[src/rtl/gsc_pkg.sv]
package gsc_pkg;
  localparam int unsigned CLK_HZ = 50_000_000;
  localparam int unsigned PCYC_US = 5_000;
  localparam int unsigned PCYC_CLKS = CLK_HZ / 1_000_000 * PCYC_US;
  localparam int unsigned MAX_SYNC_MS = 300_000;
  localparam int unsigned MAX_PULSE_MS = 3_000;
  localparam int unsigned CLOSE_LEN_MS = 250;
  localparam int unsigned MAX_SYNC_TICKS = MAX_SYNC_MS * 1000 / PCYC_US;
  localparam logic [15:0] MAX_PULSE_TICKS = 16'(MAX_PULSE_MS * 1000 / PCYC_US);
  localparam logic [15:0] CLOSE_TICKS = 16'(CLOSE_LEN_MS * 1000 / PCYC_US);
  localparam int unsigned PLEN_SHIFT = 16;
  localparam int unsigned PRED_SHIFT = 7;
  localparam logic [15:0] ANG_WIN = 16'h03E8;
  localparam int unsigned NUM_EVT = 10;
  localparam logic [7:0] REG_CTRL = 8'h00;
  localparam logic [7:0] REG_VSTART = 8'h04;
  localparam logic [7:0] REG_FSTART = 8'h08;
  localparam logic [7:0] REG_VUPBLK = 8'h0C;
  localparam logic [7:0] REG_VDNBLK = 8'h10;
  localparam logic [7:0] REG_VINT = 8'h14;
  localparam logic [7:0] REG_VK = 8'h18;
  localparam logic [7:0] REG_FINT = 8'h1C;
  localparam logic [7:0] REG_FK = 8'h20;
  localparam logic [7:0] REG_FILT = 8'h24;
  localparam logic [7:0] REG_PREK = 8'h28;
  localparam logic [7:0] REG_EVMASK = 8'h2C;
  localparam logic [7:0] REG_STATUS = 8'h30;
  localparam logic [7:0] REG_EVT = 8'h34;
  localparam logic [7:0] REG_EVT_TS = 8'h38;
  localparam int unsigned CTRL_EN_BIT = 0;
  localparam int unsigned CTRL_MULTI_BIT = 1;
  localparam int unsigned EVM_OFF_LSB = 16;
  localparam int unsigned ST_LSB = 16;
  localparam logic [1:0] CTRL_RST = 2'h0;
  localparam logic [15:0] VSTART_RST = 16'h07D0;
  localparam logic [15:0] FSTART_RST = 16'h01F4;
  localparam logic [15:0] VUPBLK_RST = 16'h07D0;
  localparam logic [15:0] VDNBLK_RST = 16'hF830;
  localparam logic [15:0] VINT_RST = 16'h03E8;
  localparam logic [19:0] VK_RST = 20'h186A0;
  localparam logic [15:0] FINT_RST = 16'h0064;
  localparam logic [19:0] FK_RST = 20'h186A0;
  localparam logic [15:0] FILT_RST = 16'h00C8;
  localparam logic [15:0] PREK_RST = 16'h000A;
  localparam logic [9:0] EVM_RST = 10'h3FF;
  typedef enum logic [5:0] {
    ST_IDLE = 6'b000001,
    ST_RUN = 6'b000010,
    ST_CLOSE = 6'b000100,
    ST_BLOCKED = 6'b001000,
    ST_FAIL = 6'b010000,
    ST_DONE = 6'b100000
  } gsc_st_t;
  typedef struct packed {
    logic signed [15:0] vdiff;
    logic signed [15:0] fdiff;
    logic signed [15:0] vctrl;
    logic signed [15:0] angle;
  } gsc_meas_t;
  typedef struct packed {
    logic vld;
    logic lost;
    logic rise;
    logic [3:0] code;
    logic [31:0] ts;
  } gsc_evt_t;
endpackage

[src/rtl/gsc_top.sv]
// How it works
// - no start while voltage difference exceeds start threshold
// - no start while frequency difference exceeds start limit
// - raise pulses suppressed while controlled voltage above upper level
// - lower pulses suppressed while controlled voltage below lower level
// - voltage deviation integrated; pulse when sum reaches threshold
// - voltage pulse length scaled from base constant
// - frequency deviation integrated; pulse when sum reaches threshold
// - frequency pulse length scaled from base constant
// - angle derivative measured over settable filter window
// - pre-closing constant scales predicted angle for close timing
// - blocking input sampled at start of each program cycle
// - pick-up while unblocked gives breaker close pulse
// - pick-up while blocked gives blocked output, nothing else
// - status changes make events, rise/fall chosen per event
// - each stored event carries a time stamp
// - nine status outputs and the request each give on and off events
// - attempt cancelled after maximum synchronizing time
// - adjustment pulses never exceed maximum pulse length
// - breaker close output held for close pulse length
module gsc_adj
  import gsc_pkg::*;
#(
  parameter int W = 24
) (
  input wire logic i_clk,
  input wire logic i_rst_n,
  input wire logic i_tick,
  input wire logic i_run,
  input wire logic signed [15:0] i_dev,
  input wire logic [15:0] i_thr,
  input wire logic [19:0] i_k,
  input wire logic [15:0] i_max,
  input wire logic i_up_ok,
  input wire logic i_dn_ok,
  output logic o_up,
  output logic o_dn
);
  logic signed [W-1:0] sum_ff, nxt_sum, thr_s;
  logic [15:0] len_ff, nxt_len, mag, pcnt_ff;
  logic [35:0] prod;
  logic up_ff, dn_ff, busy, go_up, go_dn;

  assign busy = up_ff | dn_ff;
  assign thr_s = $signed({{(W-16){1'b0}}, i_thr});
  assign nxt_sum = sum_ff + {{(W-16){i_dev[15]}}, i_dev};
  assign mag = i_dev[15] ? 16'(-i_dev) : i_dev;
  assign prod = 36'(i_k) * 36'(mag);
  assign go_up = i_tick && !busy && nxt_sum >= thr_s && i_up_ok;
  assign go_dn = i_tick && !busy && nxt_sum <= -thr_s && i_dn_ok;
  assign o_up = up_ff;
  assign o_dn = dn_ff;

  always_comb begin
    if (prod[35:PLEN_SHIFT] > 20'(i_max)) begin
      nxt_len = i_max;
    end else if (prod[35:PLEN_SHIFT] == 20'h00000) begin
      nxt_len = 16'h0001;
    end else begin
      nxt_len = prod[PLEN_SHIFT+15:PLEN_SHIFT];
    end
  end

  // a suppressed direction saturates at the threshold, so the sum cannot wrap
  always_ff @(posedge i_clk or negedge i_rst_n) begin
    if (!i_rst_n) begin
      sum_ff <= '0;
    end else if (!i_run) begin
      sum_ff <= '0;
    end else if (i_tick) begin
      if (nxt_sum >= thr_s) begin
        sum_ff <= go_up ? '0 : thr_s;
      end else if (nxt_sum <= -thr_s) begin
        sum_ff <= go_dn ? '0 : -thr_s;
      end else begin
        sum_ff <= nxt_sum;
      end
    end
  end

  always_ff @(posedge i_clk or negedge i_rst_n) begin
    if (!i_rst_n) begin
      up_ff <= 1'b0;
      dn_ff <= 1'b0;
      len_ff <= 16'h0000;
    end else if (!i_run) begin
      up_ff <= 1'b0;
      dn_ff <= 1'b0;
      len_ff <= 16'h0000;
    end else if (go_up || go_dn) begin
      up_ff <= go_up;
      dn_ff <= go_dn;
      len_ff <= nxt_len;
    end else begin
      if (i_tick && len_ff != 16'h0000) begin
        len_ff <= len_ff - 16'h0001;
      end
      if ((i_tick && len_ff == 16'h0001) || !i_up_ok) begin
        up_ff <= 1'b0;
      end
      if ((i_tick && len_ff == 16'h0001) || !i_dn_ok) begin
        dn_ff <= 1'b0;
      end
    end
  end

  always_ff @(posedge i_clk or negedge i_rst_n) begin
    if (!i_rst_n) begin
      pcnt_ff <= 16'h0000;
    end else if (!busy) begin
      pcnt_ff <= 16'h0000;
    end else if (i_tick) begin
      pcnt_ff <= pcnt_ff + 16'h0001;
    end
  end
endmodule

module gsc_top
  import gsc_pkg::*;
#(
  parameter int unsigned PCYC_CYCLES = PCYC_CLKS,
  parameter int unsigned SYNC_MAX = MAX_SYNC_TICKS
) (
  input wire logic I_REF_CLK,
  input wire logic I_RST_N,
  input wire logic I_WB_CYC,
  input wire logic I_WB_STB,
  input wire logic I_WB_WE,
  input wire logic [7:0] I_WB_ADR,
  input wire logic [3:0] I_WB_SEL,
  input wire logic [31:0] I_WB_DAT,
  output logic [31:0] O_WB_DAT,
  output logic O_WB_ACK,
  input wire gsc_meas_t I_MEAS,
  input wire logic I_REQ,
  input wire logic I_BLOCK,
  input wire logic I_CB_CLOSED,
  output logic O_BLOCKED,
  output logic O_RUNNING,
  output logic O_V_RAISE,
  output logic O_V_LOWER,
  output logic O_F_RAISE,
  output logic O_F_LOWER,
  output logic O_BREAKER_CLOSE_OUTPUT,
  output logic O_LONG_SYNC,
  output logic O_REINIT
);
  localparam int CW = $clog2(PCYC_CYCLES);
  logic [CW-1:0] div_ff;
  logic tick, tick_d_ff, blk_ff, req_ff, cb_ff, reinit_ff, run, vok, fok, aok, pickup;
  logic ack_ff, acc, wr, evt_clr;
  logic [31:0] rdat_ff, rdat, ts_ff;
  logic [1:0] ctrl_ff;
  logic [15:0] vstart_ff, fstart_ff, vup_ff, vdn_ff, vint_ff, fint_ff, filt_ff, prek_ff;
  logic [19:0] vk_ff, fk_ff;
  logic [9:0] evon_ff, evoff_ff, sig, prev_ff, want;
  logic [15:0] close_cnt_ff, wcnt_ff;
  logic [31:0] sync_cnt_ff;
  logic signed [16:0] rate_ff, ang0_ff;
  logic signed [33:0] prod_a;
  logic signed [17:0] pred, win;
  logic rate_vld_ff, vr, vl, fr, fl;
  logic [3:0] pick;
  gsc_st_t st_ff;
  gsc_evt_t evt_ff;

  function automatic logic [15:0] absu(input logic [15:0] x);
    absu = x[15] ? 16'(-x) : x;
  endfunction

  function automatic logic [31:0] bl(input logic [31:0] o, input logic [31:0] d,
                                     input logic [3:0] s);
    for (int i = 0; i < 4; i++) begin
      bl[8*i+:8] = s[i] ? d[8*i+:8] : o[8*i+:8];
    end
  endfunction

  //////////////////////////////////////////////////////////////////////////////
  // program cycle divider; blocking, request and breaker state sampled at its start
  assign tick = (div_ff == CW'(PCYC_CYCLES - 1));

  always_ff @(posedge I_REF_CLK or negedge I_RST_N) begin
    if (!I_RST_N) begin
      div_ff <= '0;
      tick_d_ff <= 1'b0;
      ts_ff <= 32'h0000_0000;
    end else begin
      div_ff <= tick ? '0 : div_ff + CW'(1);
      tick_d_ff <= tick;
      ts_ff <= tick ? ts_ff + 32'h0000_0001 : ts_ff;
    end
  end

  always_ff @(posedge I_REF_CLK or negedge I_RST_N) begin
    if (!I_RST_N) begin
      blk_ff <= 1'b0;
      req_ff <= 1'b0;
      cb_ff <= 1'b0;
    end else if (tick) begin
      blk_ff <= I_BLOCK;
      req_ff <= I_REQ;
      cb_ff <= I_CB_CLOSED;
    end
  end

  //////////////////////////////////////////////////////////////////////////////
  // start window and close prediction
  assign vok = absu(I_MEAS.vdiff) <= vstart_ff;
  assign fok = absu(I_MEAS.fdiff) <= fstart_ff;
  assign prod_a = rate_ff * $signed({1'b0, prek_ff});
  assign pred = 18'(I_MEAS.angle) + 18'(prod_a >>> PRED_SHIFT);
  assign win = $signed({2'b00, ANG_WIN});
  assign aok = (pred <= win) && (pred >= -win);
  assign pickup = rate_vld_ff && aok && vok && fok;
  assign run = (st_ff == ST_RUN);

  // a long filter delays the first valid rate, and so the first close chance
  always_ff @(posedge I_REF_CLK or negedge I_RST_N) begin
    if (!I_RST_N) begin
      wcnt_ff <= 16'h0000;
      rate_ff <= '0;
      ang0_ff <= '0;
      rate_vld_ff <= 1'b0;
    end else if (!run) begin
      wcnt_ff <= 16'h0000;
      rate_vld_ff <= 1'b0;
      ang0_ff <= 17'(I_MEAS.angle);
    end else if (tick_d_ff) begin
      if (wcnt_ff + 16'h0001 >= filt_ff) begin
        rate_ff <= 17'(I_MEAS.angle) - ang0_ff;
        ang0_ff <= 17'(I_MEAS.angle);
        rate_vld_ff <= 1'b1;
        wcnt_ff <= 16'h0000;
      end else begin
        wcnt_ff <= wcnt_ff + 16'h0001;
      end
    end
  end

  //////////////////////////////////////////////////////////////////////////////
  // sequence control
  always_ff @(posedge I_REF_CLK or negedge I_RST_N) begin
    if (!I_RST_N) begin
      st_ff <= ST_IDLE;
    end else if (tick_d_ff) begin
      case (st_ff)
        ST_IDLE: begin
          if (ctrl_ff[CTRL_EN_BIT] && req_ff && vok && fok) begin
            st_ff <= ST_RUN;
          end
        end
        ST_RUN: begin
          if (!req_ff || !ctrl_ff[CTRL_EN_BIT]) begin
            st_ff <= ST_IDLE;
          end else if (sync_cnt_ff >= SYNC_MAX) begin
            st_ff <= ST_FAIL;
          end else if (pickup) begin
            st_ff <= blk_ff ? ST_BLOCKED : ST_CLOSE;
          end
        end
        ST_CLOSE: begin
          if (close_cnt_ff == CLOSE_TICKS - 16'h0001) begin
            if (!cb_ff && ctrl_ff[CTRL_MULTI_BIT] && sync_cnt_ff < SYNC_MAX) begin
              st_ff <= ST_RUN;
            end else begin
              st_ff <= ST_DONE;
            end
          end
        end
        ST_BLOCKED, ST_FAIL, ST_DONE: begin
          if (!req_ff) begin
            st_ff <= ST_IDLE;
          end
        end
        default: st_ff <= ST_IDLE;
      endcase
    end
  end

  always_ff @(posedge I_REF_CLK or negedge I_RST_N) begin
    if (!I_RST_N) begin
      reinit_ff <= 1'b0;
    end else if (tick_d_ff) begin
      reinit_ff <= (st_ff == ST_CLOSE) && (close_cnt_ff == CLOSE_TICKS - 16'h0001)
                   && !cb_ff && ctrl_ff[CTRL_MULTI_BIT] && (sync_cnt_ff < SYNC_MAX);
    end
  end

  // retries share one time budget: the sync timer is not restarted on re-init
  always_ff @(posedge I_REF_CLK or negedge I_RST_N) begin
    if (!I_RST_N) begin
      sync_cnt_ff <= 32'h0000_0000;
      close_cnt_ff <= 16'h0000;
    end else begin
      if (!(O_RUNNING)) begin
        sync_cnt_ff <= 32'h0000_0000;
      end else if (tick_d_ff && sync_cnt_ff < SYNC_MAX) begin
        sync_cnt_ff <= sync_cnt_ff + 32'h0000_0001;
      end
      if (st_ff != ST_CLOSE) begin
        close_cnt_ff <= 16'h0000;
      end else if (tick_d_ff) begin
        close_cnt_ff <= close_cnt_ff + 16'h0001;
      end
    end
  end

  gsc_adj u_vadj (
    .i_clk(I_REF_CLK),
    .i_rst_n(I_RST_N),
    .i_tick(tick),
    .i_run(run),
    .i_dev(I_MEAS.vdiff),
    .i_thr(vint_ff),
    .i_k(vk_ff),
    .i_max(MAX_PULSE_TICKS),
    .i_up_ok($signed(I_MEAS.vctrl) <= $signed(vup_ff)),
    .i_dn_ok($signed(I_MEAS.vctrl) >= $signed(vdn_ff)),
    .o_up(vr),
    .o_dn(vl)
  );

  gsc_adj u_fadj (
    .i_clk(I_REF_CLK),
    .i_rst_n(I_RST_N),
    .i_tick(tick),
    .i_run(run),
    .i_dev(I_MEAS.fdiff),
    .i_thr(fint_ff),
    .i_k(fk_ff),
    .i_max(MAX_PULSE_TICKS),
    .i_up_ok(1'b1),
    .i_dn_ok(1'b1),
    .o_up(fr),
    .o_dn(fl)
  );

  assign O_BLOCKED = (st_ff == ST_BLOCKED);
  assign O_RUNNING = (st_ff == ST_RUN) || (st_ff == ST_CLOSE);
  assign O_BREAKER_CLOSE_OUTPUT = (st_ff == ST_CLOSE);
  assign O_LONG_SYNC = (st_ff == ST_FAIL);
  assign O_REINIT = reinit_ff;
  assign O_V_RAISE = vr;
  assign O_V_LOWER = vl;
  assign O_F_RAISE = fr;
  assign O_F_LOWER = fl;

  //////////////////////////////////////////////////////////////////////////////
  // event capture; one record, lowest code wins when several change together
  assign sig = {req_ff, reinit_ff, O_LONG_SYNC, O_BREAKER_CLOSE_OUTPUT, fl, fr, vl, vr,
                O_RUNNING, O_BLOCKED};
  assign want = (sig ^ prev_ff) & ((sig & evon_ff) | (~sig & evoff_ff));

  always_comb begin
    pick = 4'h0;
    for (int i = NUM_EVT - 1; i >= 0; i--) begin
      if (want[i]) begin
        pick = 4'(i);
      end
    end
  end

  // a new event beats a read-clear in the same cycle
  always_ff @(posedge I_REF_CLK or negedge I_RST_N) begin
    if (!I_RST_N) begin
      prev_ff <= 10'h000;
      evt_ff <= '0;
    end else begin
      prev_ff <= sig;
      if (want != 10'h000) begin
        evt_ff.vld <= 1'b1;
        evt_ff.lost <= (evt_ff.lost && !evt_clr) || (evt_ff.vld && !evt_clr)
                       || ((want & (want - 10'h001)) != 10'h000);
        evt_ff.rise <= sig[pick];
        evt_ff.code <= pick;
        evt_ff.ts <= ts_ff;
      end else if (evt_clr) begin
        evt_ff.vld <= 1'b0;
        evt_ff.lost <= 1'b0;
      end
    end
  end

  //////////////////////////////////////////////////////////////////////////////
  // wishbone slave: ack one cycle after the strobe, write lands on the ack edge
  assign acc = I_WB_CYC && I_WB_STB;
  assign wr = acc && ack_ff && I_WB_WE;
  assign evt_clr = acc && ack_ff && !I_WB_WE && (I_WB_ADR == REG_EVT);
  assign O_WB_ACK = ack_ff;
  assign O_WB_DAT = rdat_ff;

  always_comb begin
    case (I_WB_ADR)
      REG_CTRL: rdat = {30'h0000_0000, ctrl_ff};
      REG_VSTART: rdat = {16'h0000, vstart_ff};
      REG_FSTART: rdat = {16'h0000, fstart_ff};
      REG_VUPBLK: rdat = {16'h0000, vup_ff};
      REG_VDNBLK: rdat = {16'h0000, vdn_ff};
      REG_VINT: rdat = {16'h0000, vint_ff};
      REG_VK: rdat = {12'h000, vk_ff};
      REG_FINT: rdat = {16'h0000, fint_ff};
      REG_FK: rdat = {12'h000, fk_ff};
      REG_FILT: rdat = {16'h0000, filt_ff};
      REG_PREK: rdat = {16'h0000, prek_ff};
      REG_EVMASK: rdat = {6'h00, evoff_ff, 6'h00, evon_ff};
      REG_STATUS: rdat = {10'h000, st_ff, 6'h00, sig};
      REG_EVT: rdat = {evt_ff.vld, evt_ff.lost, evt_ff.rise, 25'h000_0000, evt_ff.code};
      REG_EVT_TS: rdat = evt_ff.ts;
      default: rdat = 32'h0000_0000;
    endcase
  end

  always_ff @(posedge I_REF_CLK or negedge I_RST_N) begin
    if (!I_RST_N) begin
      ack_ff <= 1'b0;
      rdat_ff <= 32'h0000_0000;
    end else begin
      ack_ff <= acc && !ack_ff;
      if (acc && !ack_ff) begin
        rdat_ff <= rdat;
      end
    end
  end

  always_ff @(posedge I_REF_CLK or negedge I_RST_N) begin
    if (!I_RST_N) begin
      ctrl_ff <= CTRL_RST;
      vstart_ff <= VSTART_RST;
      fstart_ff <= FSTART_RST;
      vup_ff <= VUPBLK_RST;
      vdn_ff <= VDNBLK_RST;
      vint_ff <= VINT_RST;
      vk_ff <= VK_RST;
      fint_ff <= FINT_RST;
      fk_ff <= FK_RST;
      filt_ff <= FILT_RST;
      prek_ff <= PREK_RST;
      evon_ff <= EVM_RST;
      evoff_ff <= EVM_RST;
    end else if (wr) begin
      case (I_WB_ADR)
        REG_CTRL: ctrl_ff <= 2'(bl(32'(ctrl_ff), I_WB_DAT, I_WB_SEL));
        REG_VSTART: vstart_ff <= 16'(bl(32'(vstart_ff), I_WB_DAT, I_WB_SEL));
        REG_FSTART: fstart_ff <= 16'(bl(32'(fstart_ff), I_WB_DAT, I_WB_SEL));
        REG_VUPBLK: vup_ff <= 16'(bl(32'(vup_ff), I_WB_DAT, I_WB_SEL));
        REG_VDNBLK: vdn_ff <= 16'(bl(32'(vdn_ff), I_WB_DAT, I_WB_SEL));
        REG_VINT: vint_ff <= 16'(bl(32'(vint_ff), I_WB_DAT, I_WB_SEL));
        REG_VK: vk_ff <= 20'(bl(32'(vk_ff), I_WB_DAT, I_WB_SEL));
        REG_FINT: fint_ff <= 16'(bl(32'(fint_ff), I_WB_DAT, I_WB_SEL));
        REG_FK: fk_ff <= 20'(bl(32'(fk_ff), I_WB_DAT, I_WB_SEL));
        REG_FILT: filt_ff <= 16'(bl(32'(filt_ff), I_WB_DAT, I_WB_SEL));
        REG_PREK: prek_ff <= 16'(bl(32'(prek_ff), I_WB_DAT, I_WB_SEL));
        REG_EVMASK: begin
          evon_ff <= 10'(bl({22'h00_0000, evon_ff}, I_WB_DAT, I_WB_SEL));
          evoff_ff <= 10'(bl(I_WB_DAT, I_WB_DAT, I_WB_SEL) >> EVM_OFF_LSB) & evoff_ff
                      | 10'(bl(32'h0000_0000, I_WB_DAT, I_WB_SEL) >> EVM_OFF_LSB)
                      | (I_WB_SEL[2] ? 10'h000 : evoff_ff & 10'h0FF)
                      | (I_WB_SEL[3] ? 10'h000 : evoff_ff & 10'h300);
        end
        default: ;
      endcase
    end
  end
endmodule

[config.mk]
export PLATFORM = sky130hd
export DESIGN_NAME = gsc_top
export DESIGN_NICKNAME = d
export VERILOG_FILES = /design/src/rtl/gsc_pkg.sv /design/src/rtl/gsc_top.sv
export SDC_FILE = /design/constraint.sdc
export NUM_CORES = 2
export LEC_CHECK = 0
export BUFFER_PORTS_ARGS = -buffer_cell sky130_fd_sc_hd__buf_2
export CAP_MARGIN = 25
export CELL_PAD_IN_SITES_DETAIL_PLACEMENT = 2
export CELL_PAD_IN_SITES_GLOBAL_PLACEMENT = 2
export CORE_MARGIN = 2
export CORE_UTILIZATION = 32
export CTS_CLUSTER_DIAMETER = 60
export CTS_CLUSTER_SIZE = 16
export DETAILED_ROUTE_END_ITERATION = 6
export MAX_ROUTING_LAYER = met4
export PLACE_DENSITY_LB_ADDON = 0.3
export SYNTH_ARGS = -nofsm -noshare
export SYNTH_HDL_FRONTEND = slang
export SYNTH_SLANG_ARGS = --single-unit
[constraint.sdc]
create_clock -name I_REF_CLK -period 16.15 [get_ports I_REF_CLK]
set_clock_uncertainty 0.2 [all_clocks]
set_input_delay 4.845 -clock I_REF_CLK [delete_from_list [all_inputs] [get_ports I_REF_CLK]]
set_output_delay 4.845 -clock I_REF_CLK [all_outputs]
set_load 0.05 [all_outputs]
* Word-level counts from Yosys, hierarchy flattened
Index checks and enable logic that the tools add are counted.
** Storage, ports and cells
- Register bits :: 516
- Logic and storage cells :: 316
- Input port bits :: 116
- Output and inout bits :: 42
** Cells by class
- Add/sub/neg operators :: 20
- Reductions and logical operators :: 91
- Equal/unequal tests :: 38
- $mul :: 3
- $lt $le $gt $ge :: 16
- Bitwise operators :: 13
- Mux-type cells :: 79
** Operators by type and width (number)
- one-hot mux 32 bit (15 select lines) :: 1
- 2-to-1 mux 16 bit :: 21
- 2-to-1 mux 24 bit :: 10
- negator 16 -> 24 bit :: 4
- AND reduction 3 bit :: 26
- multiplier 20 x 16 -> 36 bit :: 2
- adder 32 x 1 -> 32 bit, second input constant :: 2
- 2-to-1 mux 32 bit :: 2
- negator 16 bit :: 4
- equality test 8 x 6 -> 1 bit, second input constant :: 7
- 2-to-1 mux 17 bit :: 3
- bitwise AND 10 bit :: 5
- adder 24 bit :: 2
- greater-or-equal comparator 24 x 17 -> 1 bit :: 2
- <= comparator 16 bit :: 3
- <= comparator 24 bit :: 2
- 2-to-1 mux 4 bit :: 11
- 2-to-1 mux 6 bit :: 7
- greater-than comparator 20 x 10 -> 1 bit, second input constant :: 2
- logical NOT 20 bit :: 2
- logical AND 1 bit :: 34
- adder 16 x 1 -> 16 bit, second input constant :: 2
- equality test 16 x 1 -> 1 bit, second input constant :: 2
- equality test 8 x 5 -> 1 bit, second input constant :: 4
- 48 further kinds :: 100

* Depth between registers and ports, before layout
- Depth after elaboration :: 18
- Depth in mapped cells :: 35
- Mapped depth without buffers :: 33

* By module
From an unflattened synthesis, not the netlist that was laid out.
** Second synthesis, totals
- Cell total of the unflattened synthesis :: 7028
- Area total of the unflattened synthesis :: 63975.1 µm²
** By module, submodules not included
- gsc_top :: seq. area each 10875.4 µm², cells an instance 3057, area an instance 31123.6 µm², instances 1
- gsc_adj at u_fadj :: seq. area each 1051.0 µm², cells an instance 1996, area an instance 16619.7 µm², instances 1
- gsc_adj at u_vadj :: seq. area each 1051.0 µm², cells an instance 1975, area an instance 16231.8 µm², instances 1

* Worst setup path after synthesis
Ideal clock, no wire load.
- Path type :: input to register
- Start point :: input port I_MEAS[48] in the netlist's numbering
- End point :: register u_vadj.len_ff[4]
- Path slack :: 3.136 ns
- Data required time :: 15.821 ns
- Setup time :: 0.129 ns
- Arrival time :: 12.685 ns
- Buffers on the path :: 3
- Stages :: 32
- Path through :: clkbuf_1 clkbuf_1 inv_1 ha_1 nor2b_1 nand2_1 o41ai_1 xor2_1 clkbuf_1 inv_1 nand2_1 fa_1 fa_1 inv_1 fa_1 inv_1 fa_1 fa_1 inv_1 fa_1 ha_1 and2_1 o2111a_1 a211oi_1 a21oi_1 o211ai_1 nand3b_1 a221o_1 nor3_1 o21a_1 and3_1 o22ai_1
** On the way
- Longest elaborated chain between the ends :: 8
- Elaborated cells between the ends (all ways) :: 18
- Classes of those cells :: add/sub (2); mul (1); order compare (3); eq/ne (1); mux (5); reduce/logical (6)
** RTL lines
- start: declaration :: line gsc_top.sv:134 : input wire gsc_meas_t I_MEAS,
- parallel branches: the longest is 8 deep, another holds multiplier 20 x 16 -> 36 bit
- end signal: assignment :: line gsc_top.sv:93 : len_ff <= nxt_len;
- end signal: assignment :: line gsc_top.sv:96 : len_ff <= len_ff - 16'h0001;
- end: declaration :: line gsc_top.sv:40 : logic [15:0] len_ff, nxt_len, mag, pcnt_ff;
Parallel ways; which one is timed is not known.
A chain may end at the register's enable or synchronous reset.

* Worst setup path after layout
- Start point :: input port I_MEAS[32] in the netlist's numbering
- End point :: register u_fadj.len_ff[7]
** On the way
- Longest elaborated chain between the ends :: 8
- Elaborated cells between the ends (all ways) :: 16
- Classes of those cells :: add/sub (2); mul (1); order compare (3); eq/ne (1); mux (5); reduce/logical (4)
** RTL lines (line)
- parallel branches: the longest is 8 deep, another holds multiplier 20 x 16 -> 36 bit
- end signal: assignment :: gsc_top.sv:93
- end signal: assignment :: gsc_top.sv:96
- end: declaration :: gsc_top.sv:40
Parallel ways; which one is timed is not known.

==> run metrics <==
number of flops mapped to enable cells by yosys=0; Tot Pwr=3.37 mW; fin nets=7959; design area=67000 sq um; post-synthesis cell count=6589; fin util=35.7%; status=finished with violations; DRC violations left=2; max-cap viol count=0; Mapped Avg Cell Area=9.19 sq um; fmax=0.0733 GHz; Met3 Routed Length=7680 um; P_sw=1.02 mW; Comb pwr share=11.7%; Num CTS Buffers=69; router iterations before antenna repair=7; hold_sp=ts_ff[31]; multiplexer share of the synthesized area=5.13%; Rows=159; pin count of the biggest net entering global routing=86; reg2reg start=prek_ff[4]; Clock power frac=49.5%; share of layout cells above drive strength 1=11.7%; vias in the first global route=55300; GRT Util Overall=24.0%; Crit. Startpoint=I_MEAS[32]; Critical Path End Type=flip-flop; post-synthesis xor/xnor area fraction=4.30%; Hold Path Class=reg -> reg; non-filler cells, final=9174; Wirelength per Cell=24.1 um; CTS tree=built; Die ar.=193000 sq um; WHS=0.264 ns; GP Congestion=0.886; Worst path max stage delay=0.90 ns; main combinational cell family by area after synthesis=adder cells; clk buf depth=3; Initial Util=32.2%; setup bufs post-CTS=0; Die Wd=439 um; Fin. Hold Viols=0; Clock Latency Late Sink=0.68 ns; CP required=16.58 ns; Arr. time, crit path=14.06 ns; clk sinks=515; compound-gate portion of the synthesized area=10.8%; Post-synth top cells=963 x inv_1, 902 x nand2_1, 701 x fa_1; sw frac=30.3%; setup tns final=0 ns; post-DP HPWL=175000 um; Multi-input gate area=43100 sq um; Power Dens Cells=50.3 nW/um^2; initial antenna violation count=21; PnR worst setup slack=2.52 ns; Slew HR=21.9%; Worst-Margin Slew=1.17 ns; # setup viols final=0; Sequential Power Share=38.8%; hold buffer count at CTS=0; Total Wirelength=221000 um; max-slew violation count=0; share of synthesized cell area in and, or, nand and nor gates=16.3%; Unique masters post-synth=102; grt ovf=0; Clk pin slew, worst setup/hold paths=0.06 ns; crit path time final=13.63 ns; most frequent cell after synthesis=inv_1; Internal Pwr Total=2.35 mW; chip height=439 um; failing checks=design-rule violations; asr flop ratio synth=100%; FILL cells=20700; sequential fraction of the synthesis area=21.4%; met2 wire length=109000 um; placed insts=9029; #FFs+latches synth=515; crit path kind=in -> reg; IO Count=158; maximum VDD drop=0.0000631 V; Place WS=1.92 ns; Tcrit/Tclk final=84.4%; largest area contributor in the netlist=fa_1; RSZ-0062 raised after global routing=no; core area=188000 sq um; Layout area overhead=10.7%; Syn Nets=7936; Adder-Cell Fraction of Synth Area=34.2%; ranking of synthesized cells by area=fa_1 23%, dfrtp_1 18%, ha_1 11%; starting DRC count in detailed routing=2645; wl on met1=97400 um; port bufs=151; Cell Area, Placed=64300 sq um; ys flop type=dfrtp_1; Post-DRT Antenna Nets=0; DR vias=48900; Yosys top cell area share=23.2%; CTS root buf=clkbuf_16; DR vias/cell=5.33; top layer used by detailed routing=met4; PostCTS Resize Cnt=0; first-pass GRT wire length=344000 um; YS warnings=0; critical path's slowest cell=xnor2_4; H-Tree Depth=3; crit-path max FO=22; Synth Cell Area=60600 sq um; Startpoint Class=input pin; P_leak=31.9 nW; Reg area=13000 sq um
-- power groups by stage --
stage	combinational, mW	clock (mW)	sequential, mW
finish	0.395	1.67	1.31
global route	0.434	1.76	1.31
CTS	0.397	1.71	1.31
detailed placement	0.393	0	1.33
global placement	0.378	0	1.33
floorplan	0.208	0	1.32
-- cell usage in the layout, fill, tap and decap left out, types with 36 or more instances in the layout --
cell and instances:
a21o_1 98, a21oi_1 189, a22oi_1 60, and2_1 318, and3_1 53, buf_2 151
buf_4 86, clkbuf_16 71, dfrtp_1 443, dfstp_2 72, fa_1 701, ha_1 530
inv_1 963, mux2_2 255, nand2_1 902, nand3_1 97, nand4_1 77, nor2_1 239
nor2b_1 65, nor3_1 104, o21a_1 47, o21ai_0 186, or3_1 36, xnor2_1 182
xor2_1 90
-- routing by layer --
layer	vias up	global-route usage, %
met4	0	7.71
met5	-	-
li1	21700	-
met3	286	2.13
met1	26000	30.6
met2	892	40.1
-- worst paths after layout --
path / cells after the start / slack (ns) / to
worst max-delay path: 29 / 2.52 / u_fadj.len_ff[7]
worst min-delay path: 1 / 0.26 / ts_ff[31]
worst max register to register: 30 / 6.38 / st_ff[3]
worst min register to register: 1 / 0.26 / ts_ff[31]
max in group asynchronous: 4 / 8.96 / u_fadj.sum_ff[19]
min in group asynchronous: 1 / 3.93 / close_cnt_ff[11]
-- cell type report --
type,count,share of cell area [%]
antenna,10,0.0373
clock buffer,79,2.77
timing repair buffer,247,2.46
tap,2495,4.66
multi-input combinational,4815,64.3
inverter,964,5.40
clock inverter,49,0.991
sequential,515,19.4
-- critical path, delay by kind of cell --
family	cells	cell delay, ns
fa+ha+maj	8	3.68
xor+xnor	1	0.90
simple gates	5	1.34
compound gates	8	2.31
buf+inv	7	0.96
-- flip-flops by register name (all words and copies together), names as in the netlist, 17 cells and up, named ones only --
| signal | count |
|---|---|
| evt_ff | 39 |
| O_WB_DAT | 32 |
| sync_cnt_ff | 32 |
| ts_ff | 32 |
| u_fadj.sum_ff | 24 |
| u_vadj.sum_ff | 24 |
| fk_ff | 20 |
| vk_ff | 20 |
| div_ff | 18 |
| rate_ff | 17 |
-- logic make-up (layout without fill, tap and decap cells) --
family          Yosys count  count (layout)
other cells               0              10
xor+xnor                297             297
buf+inv                1259            1339
simple gates           2053            2053
fa+ha+maj              1233            1233
mux                     278             278
compound gates          954             954
flops                   515             515
Note: power is estimated with default switching activity, not from simulation.
